## src/logic/ogc_pkg.sv

```systemverilog
// constants, field layout and carrier types for the retry and pulse-gate control block
package ogc_pkg;

	localparam int NUM_OUT = 11;
	localparam int NUM_HB  = 6;
	localparam int NUM_SINGLE = 5;
	localparam int NUM_SW  = 17;
	localparam int CNT_W   = 16;

	// register indices on the serial word map
	localparam logic [1:0] REG_IDX_CTRL2 = 2'h2;
	localparam logic [1:0] REG_IDX_CTRL3 = 2'h3;
	localparam logic [15:0] CTRL_RESET   = 16'h0000;

	// field positions
	localparam int C2_RETRY_LO = 10;
	localparam int C2_GATE_LO  = 2;
	localparam int C3_RETRY_LO = 11;
	localparam int C3_GATE_LO  = 6;
	localparam int C3_RATE_BIT = 5;
	localparam int S0_FLAG_LO  = 4;
	localparam int S1_FLAG_LO  = 11;

	// writable bits; bits 9,8 and 1,0 of word 2 are held at zero
	localparam logic [15:0] C2_WMASK = 16'hFCFC;
	localparam logic [15:0] C3_WMASK = 16'hFFE0;

	// outputs gated by input b: 5, 8 and 10 (zero based bits 4, 7, 9)
	localparam logic [10:0] GATE_B_MASK = 11'h290;

	// timing
	localparam int CLK_HZ        = 10_000_000;
	localparam int RATE_LO_DHZ   = 17_000;
	localparam int RATE_HI_HZ    = 3_000;
	localparam int OFF_DELAY_US  = 100;
	localparam int RATE_LO_CYC   = (CLK_HZ * 10) / RATE_LO_DHZ;
	localparam int RATE_HI_CYC   = CLK_HZ / RATE_HI_HZ;
	localparam int OFF_DELAY_CYC = (OFF_DELAY_US * CLK_HZ + 999_999) / 1_000_000;

	typedef struct packed {
		logic [10:0] retry_en;
		logic [10:0] gate_en;
		logic        rate_sel;
	} ogc_cfg_t;

	typedef enum logic [1:0] {
		SW_RUN,
		SW_HOLD_OFF,
		SW_WAIT_TICK,
		SW_LATCHED
	} ogc_sw_state_t;

endpackage

```

## src/logic/ogc_ctrl.sv

```systemverilog
// retry and pulse-gate control words with per-switch over-current handling
`timescale 1ns/10ps
module ogc_ctrl #(
	parameter int OFF_DELAY_CYC = ogc_pkg::OFF_DELAY_CYC,
	parameter int RATE_LO_CYC   = ogc_pkg::RATE_LO_CYC,
	parameter int RATE_HI_CYC   = ogc_pkg::RATE_HI_CYC
) (
	// clock and reset
	input  wire logic        core_clk,
	input  wire logic        nrst,
	// register access from the serial frame decoder
	input  wire logic        reg_wr_en,
	input  wire logic [1:0]  reg_wr_idx,
	input  wire logic [15:0] reg_wr_data,
	output logic [15:0]      ctrl2_rd_data,
	output logic [15:0]      ctrl3_rd_data,
	// mode
	input  wire logic        global_enable,
	// on requests from the basic output words
	input  wire logic [5:0]  upper_on_req,
	input  wire logic [5:0]  lower_on_req,
	input  wire logic [4:0]  single_on_req,
	// pulse inputs, asynchronous to core_clk
	input  wire logic        pulse_gate_input_a,
	input  wire logic        pulse_gate_input_b,
	// over-current detectors, one per switch
	input  wire logic [16:0] overcurrent_det,
	// status word clear strobes
	input  wire logic [1:0]  status_clr,
	// status words
	output logic [15:0]      overcurrent_flag_word0,
	output logic [15:0]      overcurrent_flag_word1,
	// switch drives
	output logic [5:0]       upper_switch_on,
	output logic [5:0]       lower_switch_on,
	output logic [4:0]       single_switch_on
);

	localparam int NSW = ogc_pkg::NUM_SW;
	localparam int CW  = ogc_pkg::CNT_W;

	//////////////////////////////////////////////////////////////////////
	// helpers

	// switch index to output index: bridges use two switches each
	function automatic int sw_out(input int sw);
		sw_out = (sw < 12) ? (sw / 2) : (sw - 6);
	endfunction

	// decode the two control words into the carrier
	function automatic ogc_pkg::ogc_cfg_t cfg_of(input logic [15:0] w2,
	                                              input logic [15:0] w3);
		ogc_pkg::ogc_cfg_t c;
		c = '0;
		for (int i = 0; i < ogc_pkg::NUM_HB; i++) begin
			c.retry_en[i] = w2[15 - i];
			c.gate_en[i]  = w2[7 - i];
		end
		for (int i = 0; i < ogc_pkg::NUM_SINGLE; i++) begin
			c.retry_en[6 + i] = w3[15 - i];
			c.gate_en[6 + i]  = w3[10 - i];
		end
		c.rate_sel = w3[ogc_pkg::C3_RATE_BIT];
		return c;
	endfunction

	//////////////////////////////////////////////////////////////////////
	// control words

	logic [15:0]       ctrl2_q;
	logic [15:0]       ctrl2_d;
	logic [15:0]       ctrl3_q;
	logic [15:0]       ctrl3_d;
	ogc_pkg::ogc_cfg_t cfg;

	always_comb begin
		ctrl2_d = ctrl2_q;
		ctrl3_d = ctrl3_q;
		if (!global_enable) begin
			ctrl2_d = ogc_pkg::CTRL_RESET;
			ctrl3_d = ogc_pkg::CTRL_RESET;
		end else if (reg_wr_en && reg_wr_idx == ogc_pkg::REG_IDX_CTRL2) begin
			// host keeps bits 9,8 at zero; hold them zero regardless
			ctrl2_d = reg_wr_data & ogc_pkg::C2_WMASK;
		end else if (reg_wr_en && reg_wr_idx == ogc_pkg::REG_IDX_CTRL3) begin
			ctrl3_d = reg_wr_data & ogc_pkg::C3_WMASK;
		end
	end

	always_ff @(posedge core_clk) begin
		if (!nrst) begin
			ctrl2_q <= ogc_pkg::CTRL_RESET;
			ctrl3_q <= ogc_pkg::CTRL_RESET;
		end else begin
			ctrl2_q <= ctrl2_d;
			ctrl3_q <= ctrl3_d;
		end
	end

	assign cfg           = cfg_of(ctrl2_q, ctrl3_q);
	assign ctrl2_rd_data = ctrl2_q;
	assign ctrl3_rd_data = ctrl3_q;

	//////////////////////////////////////////////////////////////////////
	// pulse input synchronisers

	logic [1:0] pin_meta_q;
	logic [1:0] pin_sync_q;
	logic [1:0] pin_meta_d;
	logic [1:0] pin_sync_d;

	always_comb begin
		pin_meta_d = {pulse_gate_input_b, pulse_gate_input_a};
		pin_sync_d = pin_meta_q;
	end

	always_ff @(posedge core_clk) begin
		if (!nrst) begin
			pin_meta_q <= 2'h0;
			pin_sync_q <= 2'h0;
		end else begin
			pin_meta_q <= pin_meta_d;
			pin_sync_q <= pin_sync_d;
		end
	end

	//////////////////////////////////////////////////////////////////////
	// retry rate tick

	logic tick;

	ogc_rate_tick #(
		.LO_CYC   (RATE_LO_CYC),
		.HI_CYC   (RATE_HI_CYC)
	) u_tick (
		.core_clk (core_clk),
		.nrst     (nrst),
		.run      (global_enable),
		.rate_sel (cfg.rate_sel),
		.tick     (tick)
	);

	//////////////////////////////////////////////////////////////////////
	// per switch request and gating

	logic [NSW-1:0]  req;
	logic [NSW-1:0]  gated_req;
	logic [10:0]     pulse_level;

	always_comb begin
		for (int o = 0; o < ogc_pkg::NUM_OUT; o++) begin
			// input b for outputs 5, 8, 10, input a otherwise
			pulse_level[o] = ogc_pkg::GATE_B_MASK[o] ? pin_sync_q[1] : pin_sync_q[0];
		end
		for (int h = 0; h < ogc_pkg::NUM_HB; h++) begin
			req[2 * h]     = upper_on_req[h];
			req[2 * h + 1] = lower_on_req[h];
		end
		for (int s = 0; s < ogc_pkg::NUM_SINGLE; s++) begin
			req[12 + s] = single_on_req[s];
		end
		for (int i = 0; i < NSW; i++) begin
			// gated switch conducts only while its pulse input is high
			gated_req[i] = req[i] & (~cfg.gate_en[sw_out(i)] | pulse_level[sw_out(i)]);
		end
	end

	//////////////////////////////////////////////////////////////////////
	// over-current retry machines

	ogc_pkg::ogc_sw_state_t state_q [NSW];
	ogc_pkg::ogc_sw_state_t state_d [NSW];
	logic [CW-1:0]          cnt_q [NSW];
	logic [CW-1:0]          cnt_d [NSW];
	logic [NSW-1:0]         armed_q;
	logic [NSW-1:0]         armed_d;
	logic [10:0]            snap_q;
	logic [10:0]            snap_d;
	logic [NSW-1:0]         trip;
	logic [NSW-1:0]         drive_q;

	// enables sampled at each tick; a trip after a clear still sees the old
	// sample, which gives the single phase dependent retry
	always_comb begin
		snap_d = snap_q;
		if (!global_enable) begin
			snap_d = 11'h000;
		end else if (tick) begin
			snap_d = cfg.retry_en;
		end
	end

	always_comb begin
		for (int i = 0; i < NSW; i++) begin
			state_d[i] = state_q[i];
			cnt_d[i]   = cnt_q[i];
			armed_d[i] = armed_q[i];
			trip[i]    = 1'b0;
			if (!global_enable) begin
				state_d[i] = ogc_pkg::SW_RUN;
				cnt_d[i]   = '0;
				armed_d[i] = 1'b0;
			end else begin
				case (state_q[i])
					ogc_pkg::SW_RUN: begin
						if (overcurrent_det[i] && drive_q[i]) begin
							trip[i]    = 1'b1;
							state_d[i] = ogc_pkg::SW_HOLD_OFF;
							cnt_d[i]   = CW'(OFF_DELAY_CYC - 1);
							// stale sample may allow one retry
							armed_d[i] = cfg.retry_en[sw_out(i)] | snap_q[sw_out(i)];
						end
					end
					ogc_pkg::SW_HOLD_OFF: begin
						if (cnt_q[i] == '0) begin
							state_d[i] = ogc_pkg::SW_WAIT_TICK;
						end else begin
							cnt_d[i] = cnt_q[i] - 1'b1;
						end
					end
					ogc_pkg::SW_WAIT_TICK: begin
						if (tick) begin
							// re-activate on the rate grid, forming the pulsed current
							state_d[i] = armed_q[i] ? ogc_pkg::SW_RUN : ogc_pkg::SW_LATCHED;
						end
					end
					ogc_pkg::SW_LATCHED: begin
						// stays off until the host drops the on request
						if (!req[i]) begin
							state_d[i] = ogc_pkg::SW_RUN;
						end
					end
					default: begin
						state_d[i] = ogc_pkg::SW_RUN;
					end
				endcase
			end
		end
	end

	always_ff @(posedge core_clk) begin
		if (!nrst) begin
			for (int i = 0; i < NSW; i++) begin
				state_q[i] <= ogc_pkg::SW_RUN;
				cnt_q[i] <= '0;
			end
			armed_q <= '0;
			snap_q  <= 11'h000;
		end else begin
			for (int i = 0; i < NSW; i++) begin
				state_q[i] <= state_d[i];
				cnt_q[i] <= cnt_d[i];
			end
			armed_q <= armed_d;
			snap_q  <= snap_d;
		end
	end

	//////////////////////////////////////////////////////////////////////
	// switch drive

	logic [NSW-1:0] drive_d;

	always_comb begin
		for (int i = 0; i < NSW; i++) begin
			// tripped switch is off at once, same cycle as the flag
			drive_d[i] = global_enable & gated_req[i] & ~trip[i]
			             & (state_d[i] == ogc_pkg::SW_RUN);
		end
		for (int h = 0; h < ogc_pkg::NUM_HB; h++) begin
			// both requested: neither conducts, avoids a supply short
			if (req[2 * h] && req[2 * h + 1]) begin
				drive_d[2 * h]     = 1'b0;
				drive_d[2 * h + 1] = 1'b0;
			end
		end
	end

	always_ff @(posedge core_clk) begin
		if (!nrst) begin
			drive_q <= '0;
		end else begin
			drive_q <= drive_d;
		end
	end

	assign upper_switch_on = {drive_q[10], drive_q[8], drive_q[6],
	                          drive_q[4], drive_q[2], drive_q[0]};
	assign lower_switch_on = {drive_q[11], drive_q[9], drive_q[7],
	                          drive_q[5], drive_q[3], drive_q[1]};
	assign single_switch_on = drive_q[16:12];

	//////////////////////////////////////////////////////////////////////
	// over-current status words

	logic [11:0] flag0_q;
	logic [11:0] flag0_d;
	logic [4:0]  flag1_q;
	logic [4:0]  flag1_d;

	always_comb begin
		flag0_d = flag0_q;
		flag1_d = flag1_q;
		if (status_clr[0]) begin
			flag0_d = 12'h000;
		end
		if (status_clr[1]) begin
			flag1_d = 5'h00;
		end
		// set after clear so a coincident event is kept
		for (int i = 0; i < 12; i++) begin
			// bridge i/2, upper then lower, from bit 15 down
			if (trip[i]) begin
				flag0_d[11 - i] = 1'b1;
			end
		end
		for (int s = 0; s < ogc_pkg::NUM_SINGLE; s++) begin
			if (trip[12 + s]) begin
				flag1_d[4 - s] = 1'b1;
			end
		end
	end

	always_ff @(posedge core_clk) begin
		if (!nrst) begin
			flag0_q <= 12'h000;
			flag1_q <= 5'h00;
		end else begin
			flag0_q <= flag0_d;
			flag1_q <= flag1_d;
		end
	end

	assign overcurrent_flag_word0 = {flag0_q, 4'h0};
	assign overcurrent_flag_word1 = {flag1_q, 11'h000};

endmodule

```

## src/logic/ogc_rate_tick.sv

```systemverilog
// free running retry-rate tick generator
`timescale 1ns/10ps
module ogc_rate_tick #(
	parameter int LO_CYC = ogc_pkg::RATE_LO_CYC,
	parameter int HI_CYC = ogc_pkg::RATE_HI_CYC
) (
	// clock and reset
	input  wire logic                       core_clk,
	input  wire logic                       nrst,
	// control
	input  wire logic                       run,
	input  wire logic                       rate_sel,
	// tick
	output logic                            tick
);

	logic [ogc_pkg::CNT_W-1:0] cnt_q;
	logic [ogc_pkg::CNT_W-1:0] cnt_d;
	logic                      tick_d;

	always_comb begin
		tick_d = 1'b0;
		cnt_d  = cnt_q;
		if (!run) begin
			cnt_d = '0;
		end else if (cnt_q == '0) begin
			tick_d = 1'b1;
			// reload picks the rate at each period boundary
			cnt_d = rate_sel ? ogc_pkg::CNT_W'(HI_CYC - 1) : ogc_pkg::CNT_W'(LO_CYC - 1);
		end else begin
			cnt_d = cnt_q - 1'b1;
		end
	end

	always_ff @(posedge core_clk) begin
		if (!nrst) begin
			cnt_q <= '0;
			tick  <= 1'b0;
		end else begin
			cnt_q <= cnt_d;
			tick  <= tick_d;
		end
	end

endmodule
```

## config.mk

```make
export PLATFORM = sky130hd
export DESIGN_NAME = ogc_ctrl
export DESIGN_NICKNAME = d
export VERILOG_FILES = /design/src/logic/ogc_pkg.sv /design/src/logic/ogc_ctrl.sv /design/src/logic/ogc_rate_tick.sv
export SDC_FILE = /design/constraint.sdc
export NUM_CORES = 1
export LEC_CHECK = 0
export BUFFER_PORTS_ARGS = -buffer_cell sky130_fd_sc_hd__buf_2
export CORE_MARGIN = 2
export CORE_UTILIZATION = 60
export DETAILED_ROUTE_END_ITERATION = 10
export GPL_TIMING_DRIVEN = 0
export PLACE_DENSITY = 0.79
export SYNTH_ARGS = -nofsm -noshare
export SYNTH_HDL_FRONTEND = slang
export SYNTH_SLANG_ARGS = --single-unit
export TNS_END_PERCENT = 100
```

## constraint.sdc

```tcl
create_clock -name core_clk -period 3.4 [get_ports core_clk]
set_input_delay 0.51 -clock core_clk [delete_from_list [all_inputs] [get_ports core_clk]]
set_output_delay 0.51 -clock core_clk [all_outputs]
set_load 0.005 [all_outputs]
```

==> results.md <==
* Run status: finished, final reports clean
* Post-synthesis simple-gate area fraction at 0.289
* Mux cell area share after synthesis at 0.00853
* Weighted congestion at the end of routability-driven global placement at 0.948
* CP Capture Type: flip-flop
* Setup Buffers After CTS at 0
* Drt drc at 0
* Post-synth EDFFs at 0
* Setup violations, final at 0
* XOR/XNOR Fraction of Synth Area at 0.0870
* Clk sinks at between 400 and 500
* FF+latch count, synth at roughly 410
* Top post-synthesis cells by area: dfxtp_1, a21oi_1, nor2_1
* PortBufs at 113
* Num ports at 141
* Max clock buf depth at 3
* PostCTS Resize Cnt at 0
* Final Power at 11.2 mW
* Clock root cell: clkbuf_16
* Main combinational cell family by area after synthesis: simple AND/OR/NAND/NOR gates
* Core Rows at 66
* Layout cells sized above 1 at 0.0991
* Dpl cell area at about 21,000 µm²
* Routed WL per cell at around 18 µm
* Period utilization at 0.942
* Worst Path Max Fanout at 10
* Vias in the first global route at roughly 17,000
* Starting density of the core at 0.611
* Post-synthesis cell area at about 20,000 µm²
* Hold slack at around 160 ps
* Crit path DAT at 3660 ps
* Fin area at 22,600 µm²
* Post-synth top area share at 0.414
* Leak pwr at between 8 and 9 nW
* CP max-delay cell: clkbuf_1
* DIE HEIGHT at between 150 and 200 µm
* WS Path Type: input pin to flip-flop
* Post-DRT Antenna Nets at 0
* Area delta synth->final at 13.5%
* Cell mode on critical path: clkbuf_1
* Syn_area_per_cell at around 8.4 µm²
* Worst path required time at about 3900 ps
* Placed cell count at 2,961
* End of the critical path: drive_q[16]
* TritonCTS Buffers at between 40 and 50
* Clk pin slew, worst setup/hold paths at approximately 60 ps
* Max-cap viol count at 0
* Unrepaired setup endpoints after global routing: false
* Die width at about 190 µm
* Biggest area consumer among synthesized cells: dfxtp_1
* CTS tree: built
* Worst reg2reg path endpoint: snap_q[3]
* Overflow after GRT at 0
* Largest net degree at the start of global routing at 14
* First-pass GRT wire length at between 80,000 and 90,000 µm
* Largest stage delay, worst path at between 800 and 900 ps
* Layout net count at between 2,000 and 3,000
* R2r setup slk at roughly 570 ps
* Pwr Density at slightly below 500 nW/µm²
* Initial antenna violation count at 2
* Hold WC Path Type: input pin to flip-flop
* Max IR drop VDD at between 300 and 400 µV
* R2R depth at 4
* Total length of routed wires at 53,900 µm
* Slew headroom at 0.0912
* Minimum clock period at between 3000 and 4000 ps
* Hold buffer count at CTS at 0
* Reg-to-reg startpoint: u_tick.tick
* FILL cells at 2,623
* DPL Wire Length at approximately 38,000 µm
* Cell chain of the critical path: clkbuf_1 -> and2_1 -> clkbuf_1 -> clkbuf_1 -> nand2_1 -> nor3b_1
* Total track usage at 0.300
* Distinct cells, synth at 77
* Die area at roughly 35,000 µm²
* Async SR Flop Fraction at 0
* Cell count after synthesis at ~2,400
* Worst-Margin Slew at roughly 1400 ps
* Skew final at between 15 and 20 ps
* Critical path origin: global_enable
* H-tree levels at 2
* Fmax achieved at 312 MHz
* Most frequent cells in the layout: dfxtp_1, nor2_1, a21oi_1
* Drt initial violations at about 1,400
* Adder and majority gate portion of the synthesized area at 0.0132
* Clk_lat worst skew at 550 ps
* Drt via density at just over 6
* Fin. max-slew vios at 0
* Post-synthesis sequential area ratio at 0.414
* Top_reg_cell synth: dfxtp_1
* Vias at approximately 18,000
* Final Non-Filler Cells at about 3,000
* Synth warn at 0
* 1st-pass router iterations at 5
* Hold Vio Cnt, Final at 0
* CP startpoint kind: input pin
* Compound-Gate Fraction of Synth Area at 0.149
* CORE AREA at around 33,000 µm²
* Most common cell after layout, fill and taps aside: dfxtp_1
[logic make-up (layout without fill, tap and decap cells)]
kind of cell | Yosys count | in the layout
AND/OR/NAND/NOR | 1079 | 1079
AO/OA/AOI/OAI | 475 | 475
flip-flops | 412 | 412
XOR/XNOR | 198 | 198
buffers and inverters | 180 | 367
adder cells (fa/ha/maj) | 21 | 21
multiplexers | 17 | 17
other | 1 | 25
[report_power, final]
part           total, mW  internal, mW  switching, mW
Clock               4.89          2.91           1.98
Combinational       1.20         0.435          0.765
Sequential          5.06          4.94          0.122
Total               11.2          8.28           2.87
[registers in the layout, summed over array words and instances (netlist names)]
name           flops
pin_sync_q         2
snap_q            11
u_tick.tick        1
cnt_q            272
u_tick.cnt_q      16
flag0_q           12
ctrl2_rd_data     12
flag1_q            5
drive_q           17
state_q           34
ctrl3_rd_data     11
armed_q           17
pin_meta_q         2
[Yosys cell counts, types with 20 or more instances]
cell	instances
a211oi_1	79
a21oi_1	213
a31oi_1	20
and2_1	26
and3_1	23
buf_4	26
clkbuf_1	85
dfxtp_1	412
ha_1	21
inv_1	59
nand2_1	171
nand2b_1	28
nand3_1	61
nand3b_1	21
nand4_1	42
nor2_1	284
nor2b_1	39
nor3_1	135
nor4_1	61
o211ai_1	22
o21ai_0	57
or3_1	45
or4_1	29
xnor2_1	108
xor2_1	90
[critical path, delay by kind of cell]
| family | cells | cell delay [ps] |
|---|---|---|
| AND/OR/NAND/NOR | 3 | 1000 |
| buffers and inverters | 3 | 2120 |
[stage by stage]
step / util / setup slack (ps) / setup TNS [ps]
after floorplan: - / 1290 / 0
after global placement: 0.648 / -318 / -14450
after detailed placement: 0.648 / -215 / -5540
after CTS: 0.694 / 331 / 0
after global routing: 0.694 / 205 / 0
final: 0.694 / 199 / 0
[layer usage]
metal / share of wire / global-route usage / up-vias / routed length (µm)
met5: 0.00013 / 0 / - / 7
met2: 0.46 / 0.505 / 678 / 25000
li1: - / - / 8929 / -
met4: 0.034 / 0.101 / 2 / 1830
met3: 0.070 / 0.0478 / 127 / 3760
met1: 0.43 / 0.393 / 8716 / 23300
[final cells by class]
| cell class | count | area, µm² | share of cell area |
|---|---|---|---|
| Multi-Input combinational cell | 1814 | 11000 | 0.486 |
| Sequential cell | 412 | 8250 | 0.364 |
| Clock buffer | 60 | 1300 | 0.0575 |
| Timing Repair Buffer | 113 | 566 | 0.0250 |
| Buffer | 121 | 562 | 0.0248 |
| Tap cell | 442 | 553 | 0.0244 |
| Inverter | 59 | 221 | 0.00978 |
| Clock inverter | 14 | 183 | 0.00807 |
| Antenna cell | 1 | 2.50 | 0.000111 |
[worst min path at each step]
stage                                   from            end  slack (ps)  depth (start not counted)
after floorplan                pin_meta_q[0]  pin_sync_q[0]         410                          1
after global placement         pin_meta_q[0]  pin_sync_q[0]         410                          1
after detailed placement       pin_meta_q[0]  pin_sync_q[0]         420                          1
after CTS                 pulse_gate_input_b  pin_meta_q[1]         150                          2
after global routing      pulse_gate_input_a  pin_meta_q[0]         190                          2
final                     pulse_gate_input_b  pin_meta_q[1]         160                          2
(Power assumes the default switching activity.)
